==> config.mk <==
export PLATFORM = sky130hd
export DESIGN_NAME = usart_top
export DESIGN_NICKNAME = d
export VERILOG_FILES = /design/src/hdl/usart_pkg.sv /design/src/hdl/usart_top.sv /design/src/hdl/edge_sync.sv /design/src/hdl/serial_tx.sv
export SDC_FILE = /design/constraint.sdc
export NUM_CORES = 1
export LEC_CHECK = 0
export ABC_AREA = 1
export CORE_UTILIZATION = 50
export DETAILED_ROUTE_END_ITERATION = 10
export DONT_BUFFER_PORTS = 1
export GPL_ROUTABILITY_DRIVEN = 0
export PLACE_DENSITY_LB_ADDON = 0.08
export SYNTH_ARGS = -nofsm -noshare
export SYNTH_HDL_FRONTEND = slang
export SYNTH_SLANG_ARGS = --single-unit
==> constraint.sdc <==
create_clock -name CLK_I -period 3.3 [get_ports CLK_I]
set_input_delay 0.165 -clock CLK_I [delete_from_list [all_inputs] [get_ports CLK_I]]
set_output_delay 0.165 -clock CLK_I [all_outputs]
set_load 0.01 [all_outputs]
==> src/hdl/usart_pkg.sv <==
// Shared constants, register map and state types of the serial transceiver.
// Assumes a 200 MHz system clock and an APB register port.
package usart_pkg;
   // ==========================================================
   // Register map
   localparam logic [7:0] ADDR_DATA = 8'h00;
   localparam logic [7:0] ADDR_CMD = 8'h04;
   localparam logic [7:0] ADDR_MODE = 8'h08;
   localparam logic [7:0] ADDR_STAT = 8'h0C;
   // ==========================================================
   // Command bits
   localparam int CMD_TRANSMIT_ENABLE_CMD = 0;
   localparam int CMD_DTR = 1;
   localparam int CMD_RXE = 2;
   localparam int CMD_BRK = 3;
   localparam int CMD_ERST = 4;
   localparam int CMD_RTS = 5;
   localparam int CMD_IRST = 6;
   localparam int CMD_HUNT = 7;
   // ==========================================================
   // Mode bits
   localparam int MODE_SYNC = 0;
   localparam int MODE_EXT = 1;
   localparam int MODE_CHR = 8;
   // ==========================================================
   // Status bits
   localparam int STAT_TXBUF = 0;
   localparam int STAT_RECEIVE_READY = 1;
   localparam int STAT_TXE = 2;
   localparam int STAT_OVR = 4;
   localparam int STAT_FRM = 5;
   localparam int STAT_SYNC = 6;
   localparam int STAT_DSR = 7;
   localparam int STAT_CTS = 8;
   localparam int STAT_W = 9;
   // ==========================================================
   // Reset values
   localparam logic [7:0] CMD_RESET = 8'h00;
   localparam logic [15:0] MODE_RESET = 16'h0000;
   // ==========================================================
   // Timing, in system clock cycles unless named _NS or _MHZ
   localparam int CLK_MHZ = 200;
   localparam int RDY_CLR_NS = 150;
   localparam int RDY_CLR_CYC = RDY_CLR_NS * CLK_MHZ / 1000;
   localparam int TRANSMIT_READY_MAX_CYC = 8;
   localparam int RECEIVE_READY_MAX_CYC = 24;
   localparam int ISYNC_MAX_CYC = 24;
   localparam int TXE_MAX_CYC = 20;
   // ==========================================================
   // State types
   typedef enum logic [1:0] {RX_IDLE, RX_DATA, RX_STOP} rx_state_t;
   typedef enum logic [1:0] {TX_IDLE, TX_DATA, TX_STOP, TX_END} tx_state_t;
endpackage

==> src/hdl/usart_top.sv <==
// Serial transceiver core: APB registers, receiver, sync detection,
// status and modem controls. Baud clocks and modem lines are sampled
// by CLK_I; 1X baud clocks, one bit per clock cycle of the line.
//
// The APB slave port and the placing of the registers were decided locally.
`timescale 1ns/10ps
// How it works
// - Stale character may show ready after re-enable
// - Reset clears the received character flag
// - External sync mode disables pattern matching
// - External sync status clears on status read
// - Asserted external sync keeps status high
// - Status snapshot follows events within bound
// - Transmit ready pin rises within eight
// - Receive ready pin rises within 24
// - Internal sync found within 24 clocks
// - Transmitter empty within twenty clocks unless a new character or sync fill starts
// - Command controls update within eight clocks
// - DSR and CTS reach status quickly
// - Data access drops its ready pin
// - Disabled receiver hides ready, keeps assembling
// - Status read clears sync found
module usart_top import usart_pkg::*; (
   input wire logic CLK_I,
   input wire logic RESET_I,
   input wire logic PSEL_I,
   input wire logic PENABLE_I,
   input wire logic PWRITE_I,
   input wire logic [7:0] PADDR_I,
   input wire logic [31:0] PWDATA_I,
   output logic [31:0] PRDATA_O,
   output logic PREADY_O,
   output logic PSLVERR_O,
   input wire logic TRANSMIT_BAUD_CLOCK_I,
   input wire logic RECEIVE_BAUD_CLOCK_I,
   input wire logic SERIAL_IN_I,
   input wire logic DSR_N_I,
   input wire logic CTS_N_I,
   input wire logic EXT_SYNC_I,
   output logic SERIAL_OUT_O,
   output logic DTR_N_O,
   output logic RTS_N_O,
   output logic TRANSMIT_READY_O,
   output logic RECEIVE_READY_O,
   output logic TRANSMITTER_EMPTY_O,
   output logic SYNC_FOUND_O
);
   logic txc_fall, rxc_rise, rxc_fall, rxd_lvl, dsr_n_lvl, cts_n_lvl, ext_lvl;
   logic setup, acc, hit, wr_data, wr_cmd, wr_mode, rd_data, rd_stat, irst, stat_sel;
   logic [7:0] cmd, next_cmd;
   logic [15:0] mode, next_mode;
   logic [7:0] tx_buf, next_tx_buf, rx_buf, next_rx_buf, rx_sh, next_rx_sh, shifted;
   logic buf_full, next_buf_full, rx_full, next_rx_full, ovr, next_ovr, frm, next_frm;
   logic sync_found, next_sync_found, hunt, next_hunt;
   rx_state_t rx_st, next_rx_st;
   logic [2:0] rx_cnt, next_rx_cnt;
   logic [STAT_W-1:0] st, next_st, live;
   logic [31:0] next_prdata;
   logic next_pready, next_pslverr, next_transmit_ready, next_receive_ready, next_dtr_n, next_rts_n;
   logic rx_done, int_hit, sync_mode, ext_mode;
   logic tx_take, tx_done, tx_busy, tx_txd;

   // ==========================================================
   // Input synchronisers
   edge_sync #(.INIT(1'b0)) u_txc (.clk_i(CLK_I), .reset_i(RESET_I),
      .async_i(TRANSMIT_BAUD_CLOCK_I), .level_o(), .rise_o(), .fall_o(txc_fall));
   edge_sync #(.INIT(1'b0)) u_rxc (.clk_i(CLK_I), .reset_i(RESET_I),
      .async_i(RECEIVE_BAUD_CLOCK_I), .level_o(), .rise_o(rxc_rise), .fall_o(rxc_fall));
   edge_sync #(.INIT(1'b1)) u_rxd (.clk_i(CLK_I), .reset_i(RESET_I),
      .async_i(SERIAL_IN_I), .level_o(rxd_lvl), .rise_o(), .fall_o());
   edge_sync #(.INIT(1'b1)) u_dsr (.clk_i(CLK_I), .reset_i(RESET_I),
      .async_i(DSR_N_I), .level_o(dsr_n_lvl), .rise_o(), .fall_o());
   edge_sync #(.INIT(1'b1)) u_cts (.clk_i(CLK_I), .reset_i(RESET_I),
      .async_i(CTS_N_I), .level_o(cts_n_lvl), .rise_o(), .fall_o());
   edge_sync #(.INIT(1'b0)) u_ext (.clk_i(CLK_I), .reset_i(RESET_I),
      .async_i(EXT_SYNC_I), .level_o(ext_lvl), .rise_o(), .fall_o());

   // ==========================================================
   // Transmitter
   serial_tx u_tx (
      .clk_i(CLK_I),
      .reset_i(RESET_I || irst),
      .tick_i(txc_fall),
      .go_i(cmd[CMD_TRANSMIT_ENABLE_CMD] && !cts_n_lvl),
      .full_i(buf_full),
      .data_i(tx_buf),
      .sync_mode_i(sync_mode),
      .sync_chr_i(mode[MODE_CHR +: 8]),
      .take_o(tx_take),
      .done_o(tx_done),
      .busy_o(tx_busy),
      .txd_o(tx_txd)
   );

   // ==========================================================
   // APB decode; zero wait states, answer registered in setup
   assign setup = PSEL_I && !PENABLE_I;
   assign acc = PSEL_I && PENABLE_I && PREADY_O;
   assign hit = (PADDR_I == ADDR_DATA) || (PADDR_I == ADDR_CMD) ||
      (PADDR_I == ADDR_MODE) || (PADDR_I == ADDR_STAT);
   assign wr_data = acc && PWRITE_I && (PADDR_I == ADDR_DATA);
   assign wr_cmd = acc && PWRITE_I && (PADDR_I == ADDR_CMD);
   assign wr_mode = acc && PWRITE_I && (PADDR_I == ADDR_MODE);
   assign rd_data = acc && !PWRITE_I && (PADDR_I == ADDR_DATA);
   assign rd_stat = acc && !PWRITE_I && (PADDR_I == ADDR_STAT);
   assign stat_sel = PSEL_I && !PWRITE_I && (PADDR_I == ADDR_STAT);
   assign irst = wr_cmd && PWDATA_I[CMD_IRST];
   assign sync_mode = mode[MODE_SYNC];
   assign ext_mode = mode[MODE_EXT];
   assign shifted = {rxd_lvl, rx_sh[7:1]};
   assign live = {!cts_n_lvl, !dsr_n_lvl, sync_found, frm, ovr, 1'b0,
      !tx_busy, rx_full, !buf_full};

   // ==========================================================
   // Next values
   always_comb begin
      next_cmd = cmd;
      next_mode = mode;
      next_tx_buf = tx_buf;
      next_buf_full = buf_full;
      next_rx_buf = rx_buf;
      next_rx_full = rx_full;
      next_ovr = ovr;
      next_frm = frm;
      next_hunt = hunt;
      next_rx_st = rx_st;
      next_rx_cnt = rx_cnt;
      next_rx_sh = rx_sh;
      rx_done = 1'b0;
      int_hit = 1'b0;
      if (wr_mode) begin
         next_mode = PWDATA_I[15:0];
      end
      if (wr_cmd) begin
         next_cmd = PWDATA_I[7:0];
         next_cmd[CMD_ERST] = 1'b0;
         next_cmd[CMD_IRST] = 1'b0;
         next_hunt = PWDATA_I[CMD_HUNT] && sync_mode;
         if (PWDATA_I[CMD_ERST]) begin
            next_ovr = 1'b0;
            next_frm = 1'b0;
         end
      end
      // Receiver keeps assembling whatever the enable bit says
      if (rxc_rise) begin
         unique case (rx_st)
            RX_IDLE: begin
               if (!sync_mode && !rxd_lvl) begin
                  next_rx_st = RX_DATA;
                  next_rx_cnt = 3'h0;
               end else if (sync_mode && hunt && !ext_mode) begin
                  next_rx_sh = shifted;
                  if (shifted == mode[MODE_CHR +: 8]) begin
                     int_hit = 1'b1;
                     next_hunt = 1'b0;
                     next_rx_cnt = 3'h0;
                     next_rx_st = RX_DATA;
                  end
               end
            end
            RX_DATA: begin
               next_rx_sh = shifted;
               next_rx_cnt = rx_cnt + 3'h1;
               if (rx_cnt == 3'h7) begin
                  if (sync_mode) begin
                     rx_done = 1'b1;
                  end else begin
                     next_rx_st = RX_STOP;
                  end
               end
            end
            RX_STOP: begin
               rx_done = 1'b1;
               next_frm = next_frm || !rxd_lvl;
               next_rx_st = RX_IDLE;
            end
            default: begin
               next_rx_st = RX_IDLE;
            end
         endcase
      end
      // External sync ends the hunt only on the falling baud edge
      if (sync_mode && ext_mode && hunt && rxc_fall && ext_lvl) begin
         next_hunt = 1'b0;
         next_rx_cnt = 3'h0;
         next_rx_st = RX_DATA;
      end
      if (wr_cmd && PWDATA_I[CMD_HUNT] && sync_mode) begin
         next_rx_st = RX_IDLE;
      end
      if (rx_done) begin
         next_rx_buf = sync_mode ? shifted : rx_sh;
         next_ovr = next_ovr || rx_full;
      end
      // Re-enable leaves a stale character standing
      if (rd_data) begin
         next_rx_full = 1'b0;
      end
      if (rx_done) begin
         next_rx_full = 1'b1;
      end
      if (ext_mode) begin
         next_sync_found = ext_lvl || (sync_found && !rd_stat);
      end else begin
         next_sync_found = int_hit || (sync_found && !rd_stat);
      end
      if (tx_take) begin
         next_buf_full = 1'b0;
      end
      // Host write loads the buffer even when full, and wins over a take in the same cycle
      if (wr_data) begin
         next_tx_buf = PWDATA_I[7:0];
         next_buf_full = 1'b1;
      end
      if (irst) begin
         next_cmd = CMD_RESET;
         next_mode = MODE_RESET;
         next_buf_full = 1'b0;
         next_rx_full = 1'b0;
         next_ovr = 1'b0;
         next_frm = 1'b0;
         next_sync_found = 1'b0;
         next_hunt = 1'b0;
         next_rx_st = RX_IDLE;
      end
      // Snapshot frozen while software reads it, so bits stay coherent
      next_st = stat_sel ? st : live;
      next_transmit_ready = !next_buf_full && !cts_n_lvl && next_cmd[CMD_TRANSMIT_ENABLE_CMD];
      next_receive_ready = next_rx_full && next_cmd[CMD_RXE];
      next_dtr_n = !next_cmd[CMD_DTR];
      next_rts_n = !next_cmd[CMD_RTS];
      next_pready = setup;
      next_pslverr = setup && !hit;
      next_prdata = 32'h0000_0000;
      if (setup && !PWRITE_I) begin
         unique case (PADDR_I)
            ADDR_DATA: next_prdata = {24'h00_0000, rx_buf};
            ADDR_CMD: next_prdata = {24'h00_0000, cmd};
            ADDR_MODE: next_prdata = {16'h0000, mode};
            ADDR_STAT: next_prdata = {23'h00_0000, st};
            default: next_prdata = 32'h0000_0000;
         endcase
      end
   end

   // ==========================================================
   // Registers
   always_ff @(posedge CLK_I) begin
      if (RESET_I) begin
         cmd <= CMD_RESET;
         mode <= MODE_RESET;
         tx_buf <= 8'h00;
         buf_full <= 1'b0;
         rx_buf <= 8'h00;
         rx_full <= 1'b0;
         ovr <= 1'b0;
         frm <= 1'b0;
         sync_found <= 1'b0;
         hunt <= 1'b0;
         rx_st <= RX_IDLE;
         rx_cnt <= 3'h0;
         rx_sh <= 8'h00;
         st <= '0;
         PRDATA_O <= 32'h0000_0000;
         PREADY_O <= 1'b0;
         PSLVERR_O <= 1'b0;
         SERIAL_OUT_O <= 1'b1;
         DTR_N_O <= 1'b1;
         RTS_N_O <= 1'b1;
         TRANSMIT_READY_O <= 1'b0;
         RECEIVE_READY_O <= 1'b0;
         TRANSMITTER_EMPTY_O <= 1'b1;
         SYNC_FOUND_O <= 1'b0;
      end else begin
         cmd <= next_cmd;
         mode <= next_mode;
         tx_buf <= next_tx_buf;
         buf_full <= next_buf_full;
         rx_buf <= next_rx_buf;
         rx_full <= next_rx_full;
         ovr <= next_ovr;
         frm <= next_frm;
         sync_found <= next_sync_found;
         hunt <= next_hunt;
         rx_st <= next_rx_st;
         rx_cnt <= next_rx_cnt;
         rx_sh <= next_rx_sh;
         st <= next_st;
         PRDATA_O <= next_prdata;
         PREADY_O <= next_pready;
         PSLVERR_O <= next_pslverr;
         SERIAL_OUT_O <= tx_txd && !cmd[CMD_BRK];
         DTR_N_O <= next_dtr_n;
         RTS_N_O <= next_rts_n;
         TRANSMIT_READY_O <= next_transmit_ready;
         RECEIVE_READY_O <= next_receive_ready;
         TRANSMITTER_EMPTY_O <= !tx_busy;
         SYNC_FOUND_O <= next_sync_found;
      end
   end

   // ==========================================================
   // Assertions
   localparam int LAT_CLR = RDY_CLR_CYC;
   localparam int LAT_TRANSMIT_READY = TRANSMIT_READY_MAX_CYC;
   localparam int LAT_RECEIVE_READY = RECEIVE_READY_MAX_CYC;
   localparam int LAT_ISYNC = ISYNC_MAX_CYC;
   localparam int LAT_TXE = TXE_MAX_CYC;
endmodule

==> src/hdl/edge_sync.sv <==
// Two-flop synchroniser with edge detection for one outside signal.
// Assumes an asynchronous input; edges are found after the second flop.
`timescale 1ns/10ps
module edge_sync #(
   parameter logic INIT = 1'b0
) (
   input wire logic clk_i,
   input wire logic reset_i,
   input wire logic async_i,
   output logic level_o,
   output logic rise_o,
   output logic fall_o
);
   logic meta;
   logic stab;
   logic prev;

   // ==========================================================
   // Metastability guard; only stab reads meta
   always_ff @(posedge clk_i) begin
      if (reset_i) begin
         meta <= INIT;
         stab <= INIT;
         prev <= INIT;
      end else begin
         meta <= async_i;
         stab <= meta;
         prev <= stab;
      end
   end

   assign level_o = stab;
   assign rise_o = stab && !prev;
   assign fall_o = !stab && prev;
endmodule

==> src/hdl/serial_tx.sv <==
// Transmit shifter: start, eight data bits LSB first, stop in async mode;
// back-to-back characters with sync-character fill in sync mode.
// Assumes tick_i is a one-cycle pulse per transmit bit time.
`timescale 1ns/10ps
module serial_tx import usart_pkg::*; (
   input wire logic clk_i,
   input wire logic reset_i,
   input wire logic tick_i,
   input wire logic go_i,
   input wire logic full_i,
   input wire logic [7:0] data_i,
   input wire logic sync_mode_i,
   input wire logic [7:0] sync_chr_i,
   output logic take_o,
   output logic done_o,
   output logic busy_o,
   output logic txd_o
);
   tx_state_t st, next_st;
   logic [2:0] cnt, next_cnt;
   logic [7:0] sh, next_sh;
   logic next_txd;
   logic fin;
   logic [7:0] load;

   // ==========================================================
   // Next state
   always_comb begin
      next_st = st;
      next_cnt = cnt;
      next_sh = sh;
      next_txd = txd_o;
      take_o = 1'b0;
      load = full_i ? data_i : sync_chr_i;
      fin = tick_i && ((st == TX_STOP && sync_mode_i) || st == TX_END);
      done_o = fin;
      if ((st == TX_IDLE && tick_i) || fin) begin
         // Loading at the closing tick keeps sync output gap-free
         next_st = TX_IDLE;
         next_txd = 1'b1;
         if (go_i && (full_i || sync_mode_i)) begin
            take_o = full_i;
            next_st = TX_DATA;
            if (sync_mode_i) begin
               next_txd = load[0];
               next_sh = {1'b0, load[7:1]};
               next_cnt = 3'h1;
            end else begin
               next_txd = 1'b0;
               next_sh = load;
               next_cnt = 3'h0;
            end
         end
      end else if (tick_i) begin
         unique case (st)
            TX_DATA: begin
               next_txd = sh[0];
               next_sh = {1'b0, sh[7:1]};
               next_cnt = cnt + 3'h1;
               if (cnt == 3'h7) begin
                  next_st = TX_STOP;
               end
            end
            TX_STOP: begin
               next_txd = 1'b1;
               next_st = TX_END;
            end
            default: begin
               next_st = TX_IDLE;
            end
         endcase
      end
   end

   always_ff @(posedge clk_i) begin
      if (reset_i) begin
         st <= TX_IDLE;
         cnt <= 3'h0;
         sh <= 8'h00;
         txd_o <= 1'b1;
      end else begin
         st <= next_st;
         cnt <= next_cnt;
         sh <= next_sh;
         txd_o <= next_txd;
      end
   end

   assign busy_o = (st != TX_IDLE);
endmodule

* Word-level counts from Yosys, hierarchy flattened
Cells that the tools add are included.
** Word-level totals
- Flip-flop bits (word level) :: 133
- Latch bits :: 0
- Bits in writable memories :: 0
- Memory bits (read-only) :: 0
- Input bits :: 51
- Output and inout bits :: 41
- Logic and storage cells :: 229
- Memories kept :: 0
** Operators by class
- $add $sub $neg :: 2
- Multipliers :: 0
- Div/mod/pow operators :: 0
- Order comparisons :: 0
- Equality and inequality tests :: 23
- Shifts and indexed selects :: 0
- Multiplexer cells :: 71
- Bitwise logic cells :: 1
- Reduce and logical (&&, ||, !) cells :: 89
** Operator list (number)
- two-way mux 8 bit :: 9
- case mux 16 bit (4 select lines) :: 1
- logical AND 1 bit :: 38
- two-way mux 1 bit :: 38
- two-way mux 3 bit :: 7
- zero test 1 bit :: 18
- == test 8 x 4 -> 1 bit (second input constant) :: 2
- two-way mux 2 bit :: 8
- case mux 8 bit (2 select lines) :: 1
- two-way mux 6 bit :: 2
- inequality test 3 bit (second input constant) :: 4
- logical OR 1 bit :: 11
- inequality test 2 bit (second input constant) :: 5
- AND reduction 5 bit :: 2
- nonzero test 2 bit :: 5
- == test 8 x 3 -> 1 bit (second input constant) :: 1
- == test 8 bit :: 1
- zero test 8 bit :: 1
- inequality test 4 bit (second input constant) :: 2
- case mux 2 bit (2 select lines) :: 2
- AND reduction 4 bit :: 2
- adder 3 x 1 -> 3 bit (second input constant) :: 2
- == test 2 bit (second input constant) :: 3
- == test 3 bit (second input constant) :: 2
- 12 further kinds :: 19

* Longest topological paths before layout
- Depth after elaboration :: 12
- Gate-level depth with buffers :: 12
- Depth with buffers taken out :: 12

* Cells and area by module
Synthesis repeated with hierarchy kept, for this count alone.
** Unflattened totals
- Cells, all modules :: 790
- Area, all modules :: 5564.1 um^2
** By module, submodules not included
- usart_top :: instances 1, cells each 500, area each 3808.7 um^2, seq. area each 1781.7 um^2
- serial_tx :: instances 1, cells each 215, area each 1181.1 um^2, seq. area each 280.3 um^2
- edge_sync at u_cts ... :: instances 3, cells each 13, area each 97.6 um^2, seq. area each 60.1 um^2
- edge_sync at u_ext ... :: instances 3, cells each 12, area each 93.8 um^2, seq. area each 60.1 um^2

* Worst setup path after synthesis
OpenSTA, ideal clock, no wires.
- Path type :: flip-flop to flip-flop
- Start point :: register u_tx.st[0]
- End point :: register u_tx.sh[0]
- Library setup time :: 0.116 ns
- Arrival time :: 1.574 ns
- Data required time :: 3.184 ns
- Slack :: 1.610 ns
- Stages on the path, launching flop included :: 9
- Path buffers :: 1
- Clock period less this slack :: 1.690 ns
- Cell sequence :: dfxtp_1 > inv_1 > ha_1 > nand2_1 > nand3_1 > o21ai_0 > nor2_4 > buf_2 > o211a_1
** On the way
- Longest elaborated chain between the ends :: 7
- Elaborated cells between the ends (all ways) :: 14
- Those cells by class :: eq/ne (4); mux (1); reduce/logical (9)
** Ends and longest elaborated chain
- from (decl) :: line serial_tx.sv:19 : tx_state_t st, next_st;
- from (signal assigned) :: line serial_tx.sv:82 : st <= next_st;
- == test 2 bit :: line serial_tx.sv:35 : fin = tick_i && ((st == TX_STOP && sync_mode_i) || st == TX_END);
- logical AND 1 bit :: line serial_tx.sv:35
- logical OR 1 bit :: line serial_tx.sv:35
- logical AND 1 bit :: line serial_tx.sv:35
- logical OR 1 bit :: line serial_tx.sv:37 : if ((st == TX_IDLE && tick_i) || fin) begin
- inequality test 2 bit (no source line) or nonzero test 2 bit (tied branches)
- AND reduction 3 bit (no source line)
- to (signal assigned) :: line serial_tx.sv:84 : sh <= next_sh;
- to (decl) :: line serial_tx.sv:21 : logic [7:0] sh, next_sh;
Several ways; a longest one is shown, not always the timed one.
A chain may end at the register's enable or synchronous reset.

* Worst setup path in the final report
- Start point :: register u_tx.st[0]
- End point :: register u_tx.txd_o
** On the way
- Longest elaborated chain between the ends :: 7
- Elaborated cells between the ends (all ways) :: 15
- Those cells by class :: eq/ne (3); mux (3); reduce/logical (9)
** Ends and longest elaborated chain
- == test 2 bit :: line serial_tx.sv:35, serial_tx.sv:55
- logical AND 1 bit :: line serial_tx.sv:35
- logical OR 1 bit :: line serial_tx.sv:35
- logical AND 1 bit :: line serial_tx.sv:35
- logical OR 1 bit :: line serial_tx.sv:37
- nonzero test 3 bit (no source line) or nonzero test 2 bit (tied branches)
- AND reduction 2 bit (no source line)
- to (signal assigned) :: line serial_tx.sv:85 : txd_o <= next_txd;
- to (decl) :: line serial_tx.sv:17 : output logic txd_o
Several ways; a longest one is shown, not always the timed one. The select of a mux whose other input is x is not followed.

==> impl_results.md <==
- Synthesized area: 0.005075 mm2
- Total power: 3.511 mW
- FF+latch count, synth: about 120
- Largest fanout on the critical path: 15
- Yosys warning total: 0
- Post_cts resized: 0
- Layout net count: 769
- CTS Buffer Depth: 2
- CTS tree: yes
- # hold bufs at CTS: 31
- Post-synthesis cell count: 670
- Tmin final: about 2.4 ns
- Clock Latency Late Sink: 0.52 ns
- Data required, critical path: 3.70 ns
- Final Hold Fails: 0
- Synth Flop Type: dfxtp_1
- Antenna violations before repair: 0
- Number of synthesized flops with an enable pin: 0
- Slew margin rel.: 65.34%
- RSZ-0062 raised after global routing: false
- Root Buffer Master: clkbuf_8
- Cell variety after synth: 38
- Status: completed
- DR WL/cell: 14.50 um
- H-tree depth: 4
- Die area: 0.01056 mm2
- Mean Syn Cell Area: ~7.6 um2
- Commonest non-fill, non-tap cell in the layout: nand2_1
- Drt drc: 0
- Critical Path AT: between 2 and 3 ns
- Crit path kind: register to register
- Fmax: 420.0 MHz
- Final setup TNS: 0 ns
- Pwr Density: between 500 and 600 mW/mm2
- Slew @ Worst Pin: 0.5186 ns
- Clock net sink count: 117
- Routed WL: 12.36 mm
- Setup Skew: 0.005341 ns
- Pin count of the biggest net entering global routing: 37
- IO buf count: 0
- GRT Util Overall: ~25%
- Number of global-route vias before repair: 4015
- # diodes: 0
- Initial DRC count: about 240
- Commonest cells after routing, fill and taps aside: 170 x nand2_1, 117 x dfxtp_1, 66 x inv_1
- First-pass DRT Iterations: 5
- Max-slew violations: 0
- First-pass GRT wire length: 19.67 mm
- # fillers: 902
- Area leader, netlist: dfxtp_1
- Worst R2R Setup Slack: just over 0.9 ns
- CP Launch Type: register
- Core Area: 0.009819 mm2
- Sequential-to-total area share from yosys stat: 46.15%
- Site Rows: 36
- Ys async rst share: 0%
- Die width: roughly 100 um
- Post-DP HPWL: 8.465 mm
- Setup Buffers After CTS: 0
- Synth top area share: 46.15%
- Initial core utilization: 51.68%
- Grt ovf: 0
- Period utilization: 72.16%
- Max-Cap Viols: 0
- Antenna Nets Post-Route: 0
- Via count: about 4400
- Top Ports: 92
- DIE HEIGHT: 102.7 um
- VDD IR-drop max: ~0.00029 V
- # setup viols final: 0
- Clk pin slew, worst setup/hold paths: 0.06 ns
- Layout cells sized above 1: under 10%
- Setup crit end kind: register
- Hold crit path type: input port to register
- Area growth from synthesis to layout: 19.06%
- Cts bufs inserted: 17
- Leak: roughly 2.5 nW
- Ranking of synthesized cells by area: dfxtp_1 46%, nand2_1 13%, o21ai_0 5.4%
- Vias per cell: 5.135
==> layout make-up <==
cell class / instances / area (um2) / share of cell area, %
Clock buffer: 19 / 421.7 / 6.979
Clock inverter: 13 / 205.2 / 3.396
Inverter: 78 / 292.8 / 4.846
Multi-Input combinational cell: 455 / 2258 / 37.38
Sequential cell: 117 / 2342 / 38.77
Tap cell: 133 / 166.4 / 2.754
Timing Repair Buffer: 37 / 355.3 / 5.881
==> per-stage QoR <==
| step | hold slack, ns | instance area [um2] | utilization [%] | instances | setup WS (ns) |
|---|---|---|---|---|---|
| after detailed placement | 0.2414 | 5105 | 51.99 | 789 | 0.9255 |
| after CTS | 0.001943 | 6042 | 61.53 | 852 | 0.9157 |
| after global routing | 0.05281 | 6042 | 61.53 | 852 | 0.6044 |
| final | 0.02560 | 6042 | 61.53 | 852 | 0.9188 |
| after global placement | 0.2395 | 5105 | 51.99 | 789 | 0.9518 |
| after floorplan | 0.2688 | 5131 | - | 685 | 1.610 |
==> synthesized netlist by cell type (all sizes together), types with 2 or more instances <==
cell type and n:
a21oi 53, a31oi 8, a41oi 5, buf 28
clkbuf 7, clkinv 4, dfxtp 117, ha 12
inv 74, nand2 174, nand3 22, nand4 2
nor2 65, nor3 10, o211a 6, o211ai 5
o21ai 57, o21bai 2, or2 9, xnor2 5
==> path summary, 6_finish.rpt <==
check | startpoint | endpoint | depth (start not counted)
worst max-delay path | u_tx.st[0] | u_tx.txd_o | 10
worst min-delay path | PADDR_I[1] | PRDATA_O[8] | 5
worst max register to register | u_tx.st[0] | u_tx.txd_o | 10
worst min register to register | u_dsr.level_o | st[7] | 1
==> power by group <==
part | total, mW | internal, mW | switching, mW
combinational | 0.119 | 0.0471 | 0.0717
clock | 1.95 | 1.30 | 0.655
sequential | 1.44 | 1.43 | 0.00831
total | 3.51 | 2.78 | 0.735
==> kinds of logic (layout without fill, tap and decap cells) <==
| logic type | count (synthesis) | after routing | share of synthesized area (%) |
|---|---|---|---|
| simple gates | 283 | 283 | 24.01 |
| compound gates | 139 | 139 | 15.48 |
| flops | 117 | 117 | 46.15 |
| buf+inv | 113 | 147 | 10.45 |
| fa+ha+maj | 12 | 12 | 2.959 |
| xor+xnor | 5 | 5 | 0.8629 |
| other cells | 1 | 16 | 0.07389 |
==> critical path, stage by stage, from the launching register on <==
cell      delay, ns
dfxtp_1        0.38
inv_1          0.10
ha_1           0.20
inv_1          0.13
nand3_1        0.13
nand2_1        0.42
clkinv_1       0.39
nand2_1        0.17
o22ai_1        0.08
o21ai_0        0.18
o211ai_1       0.10
==> sequential cells by signal (all words and copies together), names as in the netlist, 2 cells and up <==
name,cells
PRDATA_O,16
cmd,6
mode,16
rx_buf,8
rx_cnt,3
rx_sh,8
rx_st,2
st,8
tx_buf,8
u_tx.cnt,3
u_tx.sh,8
u_tx.st,2
==> layer usage <==
layer | track usage (%) | part of all wire, %
met5 | 0 | 0
met4 | 8.992 | 1.9
met3 | 5.763 | 5.7
met2 | 41.13 | 47
met1 | 32.75 | 46
Power figures use the tool's default switching activity.
